File: config.mk
export PLATFORM = sky130hd
export DESIGN_NAME = dac_bank_update_sequencer
export DESIGN_NICKNAME = d
export VERILOG_FILES = /design/src/core/dac_seq_pkg.sv /design/src/core/bank_if.sv /design/src/core/dac_bank_update_sequencer.sv /design/src/core/dac_bank.sv
export VERILOG_INCLUDE_DIRS = /design/src /design/src/core
export SDC_FILE = /design/constraint.sdc
export NUM_CORES = 2
export LEC_CHECK = 0
export ABC_AREA = 1
export BUFFER_PORTS_ARGS = -buffer_cell sky130_fd_sc_hd__clkbuf_2
export CAP_MARGIN = 20
export CELL_PAD_IN_SITES_DETAIL_PLACEMENT = 0
export CELL_PAD_IN_SITES_GLOBAL_PLACEMENT = 1
export CORE_AREA = 2 2 429 538
export DETAILED_ROUTE_END_ITERATION = 10
export DIE_AREA = 0 0 431 540
export GPL_ROUTABILITY_DRIVEN = 0
export PLACE_DENSITY_LB_ADDON = 0.1
export REMOVE_ABC_BUFFERS = 1
export SETUP_SLACK_MARGIN = 0.1
export SLEW_MARGIN = 20
export SYNTH_ARGS = -nofsm -noshare
export SYNTH_HDL_FRONTEND = slang
export SYNTH_SLANG_ARGS = --single-unit
File: constraint.sdc
create_clock -name mclk -period 2.7 [get_ports mclk]
set_input_delay 0.27 -clock mclk [delete_from_list [all_inputs] [get_ports mclk]]
set_output_delay 0.27 -clock mclk [all_outputs]
set_load 0.03 [all_outputs]
File: src/core/dac_seq_cfg.svh
// Constants for the converter bank update sequencer
`ifndef DAC_SEQ_CFG_SVH
`define DAC_SEQ_CFG_SVH
`define DAC_NUM_BANKS 2
`define DAC_PER_BANK 16
`define DAC_CODE_W 16
`define DAC_MCLK_PERIOD_PS 5000
`define DAC_DEGLITCH_NS 3000
`define DAC_SETTLE_NS 7000
`define DAC_UPDATE_SCLKS 4
`define DAC_OVH_SLOT 4'hE
`define DAC_OVL_SLOT 4'hF
`define DAC_FORCE_SLOT 4'hD
`define DAC_MIDSCALE 16'h8000
`define DAC_CODE_RESET 16'h0000
`endif

File: src/core/dac_seq_pkg.sv
// Types shared by the sequencer modules
package dac_seq_pkg;
   typedef logic [15:0] code_t;
   typedef logic [3:0] slot_t;
   typedef logic [15:0][15:0] bank_codes_t;
   typedef enum logic [1:0] {PH_IDLE, PH_DEGLITCH, PH_SETTLE} phase_t;
endpackage

File: src/core/bank_if.sv
// Link between the sequencer front end and one converter bank
`timescale 1ns/1ps
interface bank_if;
   logic wrEn;
   dac_seq_pkg::slot_t wrSlot;
   dac_seq_pkg::code_t wrCode;
   logic fire;
   logic load;
   logic defer;
   dac_seq_pkg::bank_codes_t result;
   dac_seq_pkg::bank_codes_t level;
   logic [15:0] pending;
   logic deglitching;
   logic settled;
   modport seq (output wrEn, wrSlot, wrCode, fire, load, defer,
      input result, level, pending, deglitching, settled);
   modport bank (input wrEn, wrSlot, wrCode, fire, load, defer,
      output result, level, pending, deglitching, settled);
endinterface

File: src/core/dac_bank_update_sequencer.sv
// Update sequencer for two banks of sixteen level-setting converters
//
// Notes on behaviour
// - Thirty-two 16-bit converters, two banks of sixteen, one bank per channel.
// - Each converter except the threshold slots of the bank other than OVD_BANK can be written alone, by slot address and channel selection.
// - Analog update and deglitch start four serial clocks after chip select release.
// - Immediate or deferred update is chosen separately for each bank.
// - Immediate bank: any write starts its update after chip select release.
// - Immediate update also commits codes queued earlier; mode switch keeps them.
// - Load trigger does nothing while its bank is immediate.
// - Deferred bank only queues; its load trigger commits all queued codes together.
// - Overvoltage threshold converters update with their assigned bank and its mode.
// - Dual-channel write hits both banks, threshold slots only their assigned bank; each bank then follows its own mode.
// - Each bank owns an independent deglitch timer of about 3 us.
// - A new update during deglitch restarts that bank's timer.
// - Outputs move after deglitch expiry; settling adds 7 us, 10 us total.
// - Voltage codes map linearly, code zero at the bottom of the range.
// - Force-current codes: mid-scale means zero current, symmetric bipolar range.
// - One result register per converter, applied at update and read back.
`timescale 1ns/1ps
`include "dac_seq_cfg.svh"
module dac_bank_update_sequencer #(
   parameter int DEGLITCH_NS = `DAC_DEGLITCH_NS,
   parameter int SETTLE_NS = `DAC_SETTLE_NS,
   parameter int UPDATE_SCLKS = `DAC_UPDATE_SCLKS,
   parameter int OVD_BANK = 0
) (
   // Clock and reset
   input wire logic mclk,
   input wire logic nrst,
   // Decoded serial writes
   input wire logic wrValid,
   input wire logic [3:0] wrSlot,
   input wire logic [1:0] wrChan,
   input wire logic [15:0] wrCode,
   input wire logic csRelease,
   input wire logic sclkRise,
   // Bank control bits
   input wire logic [1:0] deferMode,
   input wire logic [1:0] loadTrig,
   // Readback
   input wire logic rdValid,
   input wire logic [3:0] rdSlot,
   input wire logic rdChan,
   output logic [15:0] rdData_q,
   // Converter levels and status
   output logic [511:0] dacLevel_q,
   output logic [31:0] forceCurrent_q,
   output logic [1:0] queued_q,
   output logic [1:0] deglitching_q,
   output logic [1:0] settled_q
);
   // Least times round up to whole mclk cycles
   localparam int DEGLITCH_CYC = (DEGLITCH_NS * 1000 + `DAC_MCLK_PERIOD_PS - 1) / `DAC_MCLK_PERIOD_PS;
   localparam int SETTLE_CYC = (SETTLE_NS * 1000 + `DAC_MCLK_PERIOD_PS - 1) / `DAC_MCLK_PERIOD_PS;

   // Bank counters are 16 bits wide, the serial clock count 4 bits; the bank select is one bit
   generate
      if (DEGLITCH_CYC < 1 || DEGLITCH_CYC > 65535 || SETTLE_CYC < 1 || SETTLE_CYC > 65535) begin : g_bad_time
         $error("Timing counts do not fit the bank counters");
      end
      if (UPDATE_SCLKS < 1 || UPDATE_SCLKS > 15) begin : g_bad_sclk
         $error("Update delay must be 1 to 15 serial clocks");
      end
      if (OVD_BANK < 0 || OVD_BANK > 1) begin : g_bad_ovd
         $error("Overvoltage threshold bank must be 0 or 1");
      end
      // Port widths are fixed at two banks of sixteen 16-bit codes
      if (`DAC_NUM_BANKS != 2 || `DAC_PER_BANK != 16 || `DAC_CODE_W != 16) begin : g_bad_shape
         $error("Port widths assume two banks of sixteen 16-bit converters");
      end
      // Threshold and force slots must name three different converters
      if ((`DAC_OVH_SLOT == `DAC_OVL_SLOT) || (`DAC_FORCE_SLOT == `DAC_OVH_SLOT) ||
         (`DAC_FORCE_SLOT == `DAC_OVL_SLOT)) begin : g_bad_slot
         $error("Special converter slots overlap");
      end
   endgenerate

   // One link per bank, indexed by the bank number
   bank_if bankBus [`DAC_NUM_BANKS] ();

   // Frame tracking and the serial clock delay
   logic isOvd;
   logic [1:0] targetBanks;
   logic [1:0] frameBanks_q, frameBanks_d;
   logic [1:0] waitBanks_q;
   logic [3:0] sclkCnt_q;
   logic counting_q;
   logic fireNow;
   logic [1:0] fireBanks;
   logic [1:0] frameHit;
   logic [1:0] armBanks;
   logic armNow, sclkLast;

   // Threshold slots belong to one bank whichever channel is named
   assign isOvd = (wrSlot == `DAC_OVH_SLOT) || (wrSlot == `DAC_OVL_SLOT);
   // A dual write to a threshold slot still lands only once
   assign targetBanks = isOvd ? ((|wrChan) ? (2'b01 << OVD_BANK) : 2'b00) : wrChan;

   // Banks touched by a write in this very cycle count for the frame too
   assign frameHit = wrValid ? targetBanks : 2'b00;
   // Banks written in the frame now open; a release hands them to the delay
   assign frameBanks_d = csRelease ? 2'b00 : (frameBanks_q | frameHit);
   always_ff @(posedge mclk) begin
      if (!nrst) begin
         frameBanks_q <= 2'b00;
      end else begin
         frameBanks_q <= frameBanks_d;
      end
   end

   // Fire on the fourth serial clock edge after release; the host must keep
   // the serial clock running long enough for this count to complete
   // Banks armed by a release that never sees enough serial clocks stay armed
   assign sclkLast = (sclkCnt_q == 4'(UPDATE_SCLKS - 1));
   assign fireNow = counting_q && sclkRise && sclkLast;
   assign fireBanks = fireNow ? waitBanks_q : 2'b00;
   // A release with no converter write in its frame arms nothing
   assign armBanks = frameBanks_q | frameHit;
   assign armNow = csRelease && (|armBanks);

   // A second release while waiting merges banks and restarts the count
   always_ff @(posedge mclk) begin
      if (!nrst) begin
         waitBanks_q <= 2'b00;
         sclkCnt_q <= 4'h0;
         counting_q <= 1'b0;
      end else if (armNow) begin
         waitBanks_q <= (fireNow ? 2'b00 : waitBanks_q) | armBanks;
         sclkCnt_q <= 4'h0;
         counting_q <= 1'b1;
      end else if (fireNow) begin
         waitBanks_q <= 2'b00;
         sclkCnt_q <= 4'h0;
         counting_q <= 1'b0;
      end else if (counting_q && sclkRise) begin
         sclkCnt_q <= sclkCnt_q + 4'h1;
      end
   end

   // One bank instance per channel, each with its own mode and timer
   genvar b;
   generate
      for (b = 0; b < `DAC_NUM_BANKS; b++) begin : g_bank
         assign bankBus[b].wrEn = wrValid && targetBanks[b];
         assign bankBus[b].wrSlot = wrSlot;
         assign bankBus[b].wrCode = wrCode;
         assign bankBus[b].fire = fireBanks[b];
         assign bankBus[b].load = loadTrig[b];
         assign bankBus[b].defer = deferMode[b];
         dac_bank #(
            .DEGLITCH_CYC(DEGLITCH_CYC),
            .SETTLE_CYC(SETTLE_CYC)
         ) u_bank (
            .mclk(mclk),
            .nrst(nrst),
            .bus(bankBus[b])
         );
      end
   endgenerate

   // Taps on the two bank links
   dac_seq_pkg::bank_codes_t res0, res1, lvl0, lvl1;
   logic [15:0] pend0, pend1;
   logic [1:0] dgNow, stNow;
   dac_seq_pkg::code_t rdSel;
   dac_seq_pkg::code_t force0, force1;

   assign res0 = bankBus[0].result;
   assign res1 = bankBus[1].result;
   assign lvl0 = bankBus[0].level;
   assign lvl1 = bankBus[1].level;
   assign pend0 = bankBus[0].pending;
   assign pend1 = bankBus[1].pending;
   assign dgNow = {bankBus[1].deglitching, bankBus[0].deglitching};
   assign stNow = {bankBus[1].settled, bankBus[0].settled};
   assign rdSel = rdChan ? res1[rdSlot] : res0[rdSlot];
   // Mid-scale is zero current: flipping the top bit gives a signed current
   assign force0 = lvl0[`DAC_FORCE_SLOT] ^ `DAC_MIDSCALE;
   assign force1 = lvl1[`DAC_FORCE_SLOT] ^ `DAC_MIDSCALE;

   // Readback returns the result register, not the applied level
   // A read in the cycle of a write to that slot returns the older code
   always_ff @(posedge mclk) begin
      if (!nrst) begin
         rdData_q <= 16'h0000;
      end else if (rdValid) begin
         rdData_q <= rdSel;
      end
   end

   // Output copies keep every port on a flip-flop; levels lag by one cycle
   always_ff @(posedge mclk) begin
      if (!nrst) begin
         dacLevel_q <= '0;
      end else begin
         dacLevel_q <= {lvl1, lvl0};
      end
   end

   // Signed force-current view follows the applied force slot codes
   always_ff @(posedge mclk) begin
      if (!nrst) begin
         forceCurrent_q <= 32'h0000_0000;
      end else begin
         forceCurrent_q <= {force1, force0};
      end
   end

   // Bank status; settled reads high out of reset since nothing is pending
   always_ff @(posedge mclk) begin
      if (!nrst) begin
         queued_q <= 2'b00;
         deglitching_q <= 2'b00;
         settled_q <= 2'b11;
      end else begin
         queued_q <= {|pend1, |pend0};
         deglitching_q <= dgNow;
         settled_q <= stNow;
      end
   end
endmodule // dac_bank_update_sequencer

File: src/core/dac_bank.sv
// One bank of sixteen converters: queue, commit, deglitch and settle timing
`timescale 1ns/1ps
`include "dac_seq_cfg.svh"
module dac_bank #(
   parameter int DEGLITCH_CYC = 600,
   parameter int SETTLE_CYC = 1400
) (
   // Clock and reset
   input wire logic mclk,
   input wire logic nrst,
   // Front end link
   bank_if.bank bus
);
   dac_seq_pkg::bank_codes_t result_q, stage_q, level_q;
   logic [15:0] pend_q, commit_q, pend_d;
   logic [15:0] cnt_q;
   dac_seq_pkg::phase_t phase_q;
   logic settled_q;
   logic startNow, expire, settleDone;
   logic [15:0] wrMask;

   // Immediate banks start on fire; deferred banks only on their load trigger
   assign startNow = (bus.fire & ~bus.defer) | (bus.load & bus.defer);
   assign expire = (phase_q == dac_seq_pkg::PH_DEGLITCH) && (cnt_q == 16'h0000);
   assign settleDone = (phase_q == dac_seq_pkg::PH_SETTLE) && (cnt_q == 16'h0000);
   assign wrMask = bus.wrEn ? (16'h0001 << bus.wrSlot) : 16'h0000;
   // A write landing with a start stays queued: the set wins over the clear
   assign pend_d = (startNow ? 16'h0000 : pend_q) | wrMask;

   // Result registers, queue marks and commit staging
   always_ff @(posedge mclk) begin
      if (!nrst) begin
         pend_q <= 16'h0000;
         commit_q <= 16'h0000;
         for (int i = 0; i < 16; i++) begin
            result_q[i] <= `DAC_CODE_RESET;
            stage_q[i] <= `DAC_CODE_RESET;
            level_q[i] <= `DAC_CODE_RESET;
         end
      end else begin
         pend_q <= pend_d;
         if (bus.wrEn) begin
            result_q[bus.wrSlot] <= bus.wrCode;
         end
         for (int i = 0; i < 16; i++) begin
            // Every queued code goes along, not only the one just written
            if (startNow && pend_q[i]) begin
               stage_q[i] <= result_q[i];
            end
            // Outputs move only once the deglitch window closes
            if (expire && !startNow && commit_q[i]) begin
               level_q[i] <= stage_q[i];
            end
         end
         if (startNow) begin
            commit_q <= commit_q | pend_q;
         end else if (expire) begin
            commit_q <= 16'h0000;
         end
      end
   end

   // mclk timer that counts only outside idle; a restart during deglitch extends it
   always_ff @(posedge mclk) begin
      if (!nrst) begin
         phase_q <= dac_seq_pkg::PH_IDLE;
         cnt_q <= 16'h0000;
         settled_q <= 1'b1;
      end else if (startNow) begin
         phase_q <= dac_seq_pkg::PH_DEGLITCH;
         cnt_q <= 16'(DEGLITCH_CYC - 1);
         settled_q <= 1'b0;
      end else if (expire) begin
         phase_q <= dac_seq_pkg::PH_SETTLE;
         cnt_q <= 16'(SETTLE_CYC - 1);
      end else if (settleDone) begin
         phase_q <= dac_seq_pkg::PH_IDLE;
         settled_q <= 1'b1;
      end else if (phase_q != dac_seq_pkg::PH_IDLE) begin
         cnt_q <= cnt_q - 16'h0001;
      end
   end

   assign bus.result = result_q;
   assign bus.level = level_q;
   assign bus.pending = pend_q;
   assign bus.deglitching = (phase_q == dac_seq_pkg::PH_DEGLITCH);
   assign bus.settled = settled_q;
endmodule // dac_bank

==> load_flow_metrics.sql <==
INSERT INTO impl_metrics (metric_group, metric, value, unit) VALUES
('power', 'power.share.sequential', '47.5', '%'),
('hold_path', 'hold_path_class', 'primary input to register', ''),
('drt', 'postRouteWirelength', '289000', 'um'),
('final_layout', 'most_common_library_cell_in_the_layout_ignoring_fill_and_taps', 'sky130_fd_sc_hd__dfxtp_1', ''),
('sta', 'fin_crit', '2.46', 'ns'),
('power', 'clock_power_share', '47.8', '%'),
('sta', 'setup-tns-final', '0', 'ns'),
('drt', 'drt.antenna.violating_nets', '0', ''),
('logic_synthesis', 'synth_cell_types', '44', ''),
('sta', 'finalSetupViolCount', '0', ''),
('sta', 'rsz0062_at_grt', 'yes', ''),
('power', 'ir_drop', '0.547', 'mV'),
('hold_path', 'whs_endpoint', 'g_bank[0].u_bank.phase_q[0]', ''),
('setup_path', 'element_type_at_the_critical_path_end', 'register', ''),
('setup_path', 'crit_path_start', 'g_bank[0].u_bank.cnt_q[0]', ''),
('clocking', 'clk_pin_slew_worst_paths', '0.06', 'ns'),
('floorplan', 'initial_core_util', '34.9', '%'),
('logic_synthesis', 'synth_top_flop_cell', 'sky130_fd_sc_hd__dfxtp_1', ''),
('setup_path', 'reg2regPathDepth', '11', ''),
('logic_synthesis', 'synthesis.yosys.warnings', '0', ''),
('floorplan', 'design.portCount', '603', ''),
('clocking', 'clock-sinks', '2183', ''),
('drt', 'detailedRoute.firstIterationViolations', '5739', ''),
('logic_synthesis', 'synthesis.area_per_instance', '7.69', 'um2'),
('grt', 'grt_first_pass_wirelength', '427000', 'um'),
('clocking', 'cts-root-to-sink-buffers', '4', ''),
('power', 'power.static_leakage', '0.0424', 'uW'),
('flow_run', 'max_cap_viol_count', '0', ''),
('sta', 'max_slew_margin', '23.1', '%'),
('drt', 'remaining_drcs', '0', ''),
('grt', 'grtUsageTotal', '23.9', '%'),
('logic_synthesis', 'yosys_register_bits', '2183', ''),
('clocking', 'worst_skew_pair.late_latency', '0.90', 'ns'),
('sta', 'worst_clock_skew', '0.0656', 'ns'),
('power', 'power_density', '741', 'nW/um2'),
('setup_path', 'cp_max_fo', '64', ''),
('drt', 'detailroute.via_count', '67474', ''),
('sta', 'min_period_over_period', '91.1', '%'),
('clocking', 'ctsRootBufferMaster', 'sky130_fd_sc_hd__clkbuf_16', ''),
('power', 'p_sw', '16200', 'uW'),
('power', 'switching_share', '23.6', '%'),
('clocking', 'cts_tree', 'yes', ''),
('grt', 'grt_overflow_total', '0', ''),
('drt', 'vias_per_cell', '4.89', ''),
('sta', 'max_slew.worst_pin.slew', '1.15', 'ns'),
('floorplan', 'coreArea', '227000', 'um2'),
('grt', 'grt_pass1_vias', '65344', ''),
('logic_synthesis', 'synth_area', '79300', 'um2'),
('logic_synthesis', 'synth_top_cell_by_area', 'sky130_fd_sc_hd__dfxtp_1', ''),
('drt', 'routedWlPerCell', '20.9', 'um'),
('sta', 'max_freq', '407', 'MHz'),
('sta', 'timing.final.hold_violations', '0', ''),
('floorplan', 'die_h', '540', 'um'),
('logic_synthesis', 'edff_count_synth', '0', ''),
('final_layout', 'most-common-layout-cells', 'sky130_fd_sc_hd__dfxtp_1, sky130_fd_sc_hd__nor2_1, sky130_fd_sc_hd__nand2_1', ''),
('logic_synthesis', 'async_flop_share', '0', '%'),
('run_status', 'result_of_the_run', 'finished clean', ''),
('hold_path', 'hold_path.startpoint', 'deferMode[0]', ''),
('setup_path', 'regToRegStartpoint', 'g_bank[0].u_bank.cnt_q[0]', ''),
('floorplan', 'die_width', '431', 'um'),
('hold_path', 'hold_depth', '5', ''),
('grt', 'grt_max_degree', '144', ''),
('sta', 'report.final.slew_viol_count', '0', ''),
('logic_synthesis', 'synth_area_leaders', 'sky130_fd_sc_hd__dfxtp_1, sky130_fd_sc_hd__nor2_1, sky130_fd_sc_hd__nand2_1, sky130_fd_sc_hd__nand3_1, sky130_fd_sc_hd__o21ai_0', ''),
('setup_path', 'critical_path_required', '3.50', 'ns'),
('setup_path', 'crit_type', 'register to register', ''),
('grt', 'antenna_found_initial', '16', ''),
('final_layout', 'layout.filler_cells', '23578', ''),
('logic_synthesis', 'area_share_of_the_largest_cell_type_after_synthesis', '55.1', '%'),
('setup_path', 'timing.critical_path.from_type', 'register', ''),
('setup_path', 'data_arrival_time_of_the_worst_path', '3.26', 'ns');
-- sequential cells by signal, summed over array words and instances, names as in the netlist, 16 cells and up --
name / cells
dacLevel_q: 512
g_bank.u_bank.bus.level: 512
g_bank.u_bank.bus.result: 512
g_bank.u_bank.stage_q: 512
g_bank.u_bank.bus.pending: 32
g_bank.u_bank.cnt_q: 32
g_bank.u_bank.commit_q: 32
rdData_q: 16
-- worst max path at each step --
| stage | to | slack [ns] | cells after the start |
|---|---|---|---|
| 3_3_place_gp | g_bank[0].u_bank.bus.level[232] | 0.14 | 11 |
| 6_report | g_bank[0].u_bank.bus.level[193] | 0.24 | 11 |
| 5_1_grt | g_bank[0].u_bank.bus.level[238] | 0.08 | 11 |
| 2_1_floorplan | g_bank[0].u_bank.bus.level[0] | -5.41 | 9 |
| 4_1_cts | g_bank[0].u_bank.bus.level[247] | 0.10 | 11 |
| 3_5_place_dp | g_bank[0].u_bank.bus.level[225] | 0.08 | 11 |
-- cells in the mapped netlist, types with 13 or more instances --
cell type / number
sky130_fd_sc_hd__dfxtp_1: 2183
sky130_fd_sc_hd__clkbuf_2: 31
sky130_fd_sc_hd__buf_4: 45
sky130_fd_sc_hd__nor2_4: 31
sky130_fd_sc_hd__buf_1: 22
sky130_fd_sc_hd__xor2_1: 13
sky130_fd_sc_hd__nand2_1: 1902
sky130_fd_sc_hd__buf_6: 69
sky130_fd_sc_hd__buf_2: 82
sky130_fd_sc_hd__o22ai_1: 31
sky130_fd_sc_hd__nand3_1: 1007
sky130_fd_sc_hd__nand2_4: 16
sky130_fd_sc_hd__a21oi_1: 643
sky130_fd_sc_hd__inv_2: 37
sky130_fd_sc_hd__nor2_1: 1976
sky130_fd_sc_hd__o21ai_1: 42
sky130_fd_sc_hd__clkbuf_1: 474
sky130_fd_sc_hd__o21ai_0: 926
sky130_fd_sc_hd__inv_1: 681
-- logic make-up after synthesis --
kind of cell             share of synthesized area (%)
XOR/XNOR                                         0.177
adder cells (fa/ha/maj)                         0.0474
multiplexers                                    0.0126
flip-flops                                        55.1
buffers and inverters                             8.01
AND/OR/NAND/NOR                                   26.1
AO/OA/AOI/OAI                                     10.5
-- worst max-delay path, stage by stage (launching register included) --
cell	delay, ns
sky130_fd_sc_hd__dfxtp_1	0.31
sky130_fd_sc_hd__inv_1	0.10
sky130_fd_sc_hd__ha_1	0.20
sky130_fd_sc_hd__nand3_1	0.19
sky130_fd_sc_hd__nor2_4	0.22
sky130_fd_sc_hd__nand3_4	0.14
sky130_fd_sc_hd__nor2_4	0.15
sky130_fd_sc_hd__buf_12	0.18
sky130_fd_sc_hd__buf_12	0.25
sky130_fd_sc_hd__buf_4	0.28
sky130_fd_sc_hd__nand3_1	0.09
sky130_fd_sc_hd__a21oi_1	0.18
-- area by class of cell --
type                    count  area [um2]  area share, %
diodes                      9        22.5         0.0243
clock buffers             320        6580           7.10
well taps                2970        3720           4.01
clock inverters            86        1180           1.27
repair buffers            827        5470           5.90
flip-flops and latches   2183       43700           47.1
multi-input cells        6664       29300           31.6
inverters                 729        2770           2.98
-- per-layer routing --
layer / global-route usage (%) / vias to the layer above / wire (um)
li1: - / 33376 / -
met1: 32.1 / 31594 / 129000
met2: 38.4 / 1966 / 131000
met3: 3.19 / 528 / 14700
met4: 10.4 / 10 / 13900
met5: 0 / - / 60
-- power by group through the flow --
| stage | registers (uW) | logic (uW) | clock network [uW] |
|---|---|---|---|
| final | 32600 | 3240 | 32800 |
| after global routing | 32600 | 3470 | 34900 |
| after CTS | 32600 | 3230 | 33700 |
| after detailed placement | 33300 | 3210 | 0 |
| after global placement | 33300 | 3200 | 0 |
| after floorplan | 33300 | 1300 | 0 |
-- timing repair --
action	CTS	global route
hold buffers	15	0
endpoints found under the hold margin	154	0
setup buffers	0	2
pin swaps	0	1
gates cloned	0	0
setup endpoints to repair	2	164
resized for setup	1	16
-- per-stage QoR --
stage | power (uW) | cells | worst slack (ns) | hold slack (ns) | instance area [um2]
after floorplan | 34600 | 9576 | -5.41 | 0.339 | 75700
after global placement | 36500 | 13355 | 0.139 | 0.421 | 84700
after detailed placement | 36500 | 13356 | 0.0816 | 0.417 | 84700
after CTS | 69500 | 13777 | 0.101 | 0.00608 | 92600
after global routing | 71000 | 13781 | 0.0773 | 0.0715 | 92700
final | 68700 | 13788 | 0.241 | 0.0665 | 92700
Note: power is estimated with default switching activity, not from simulation.
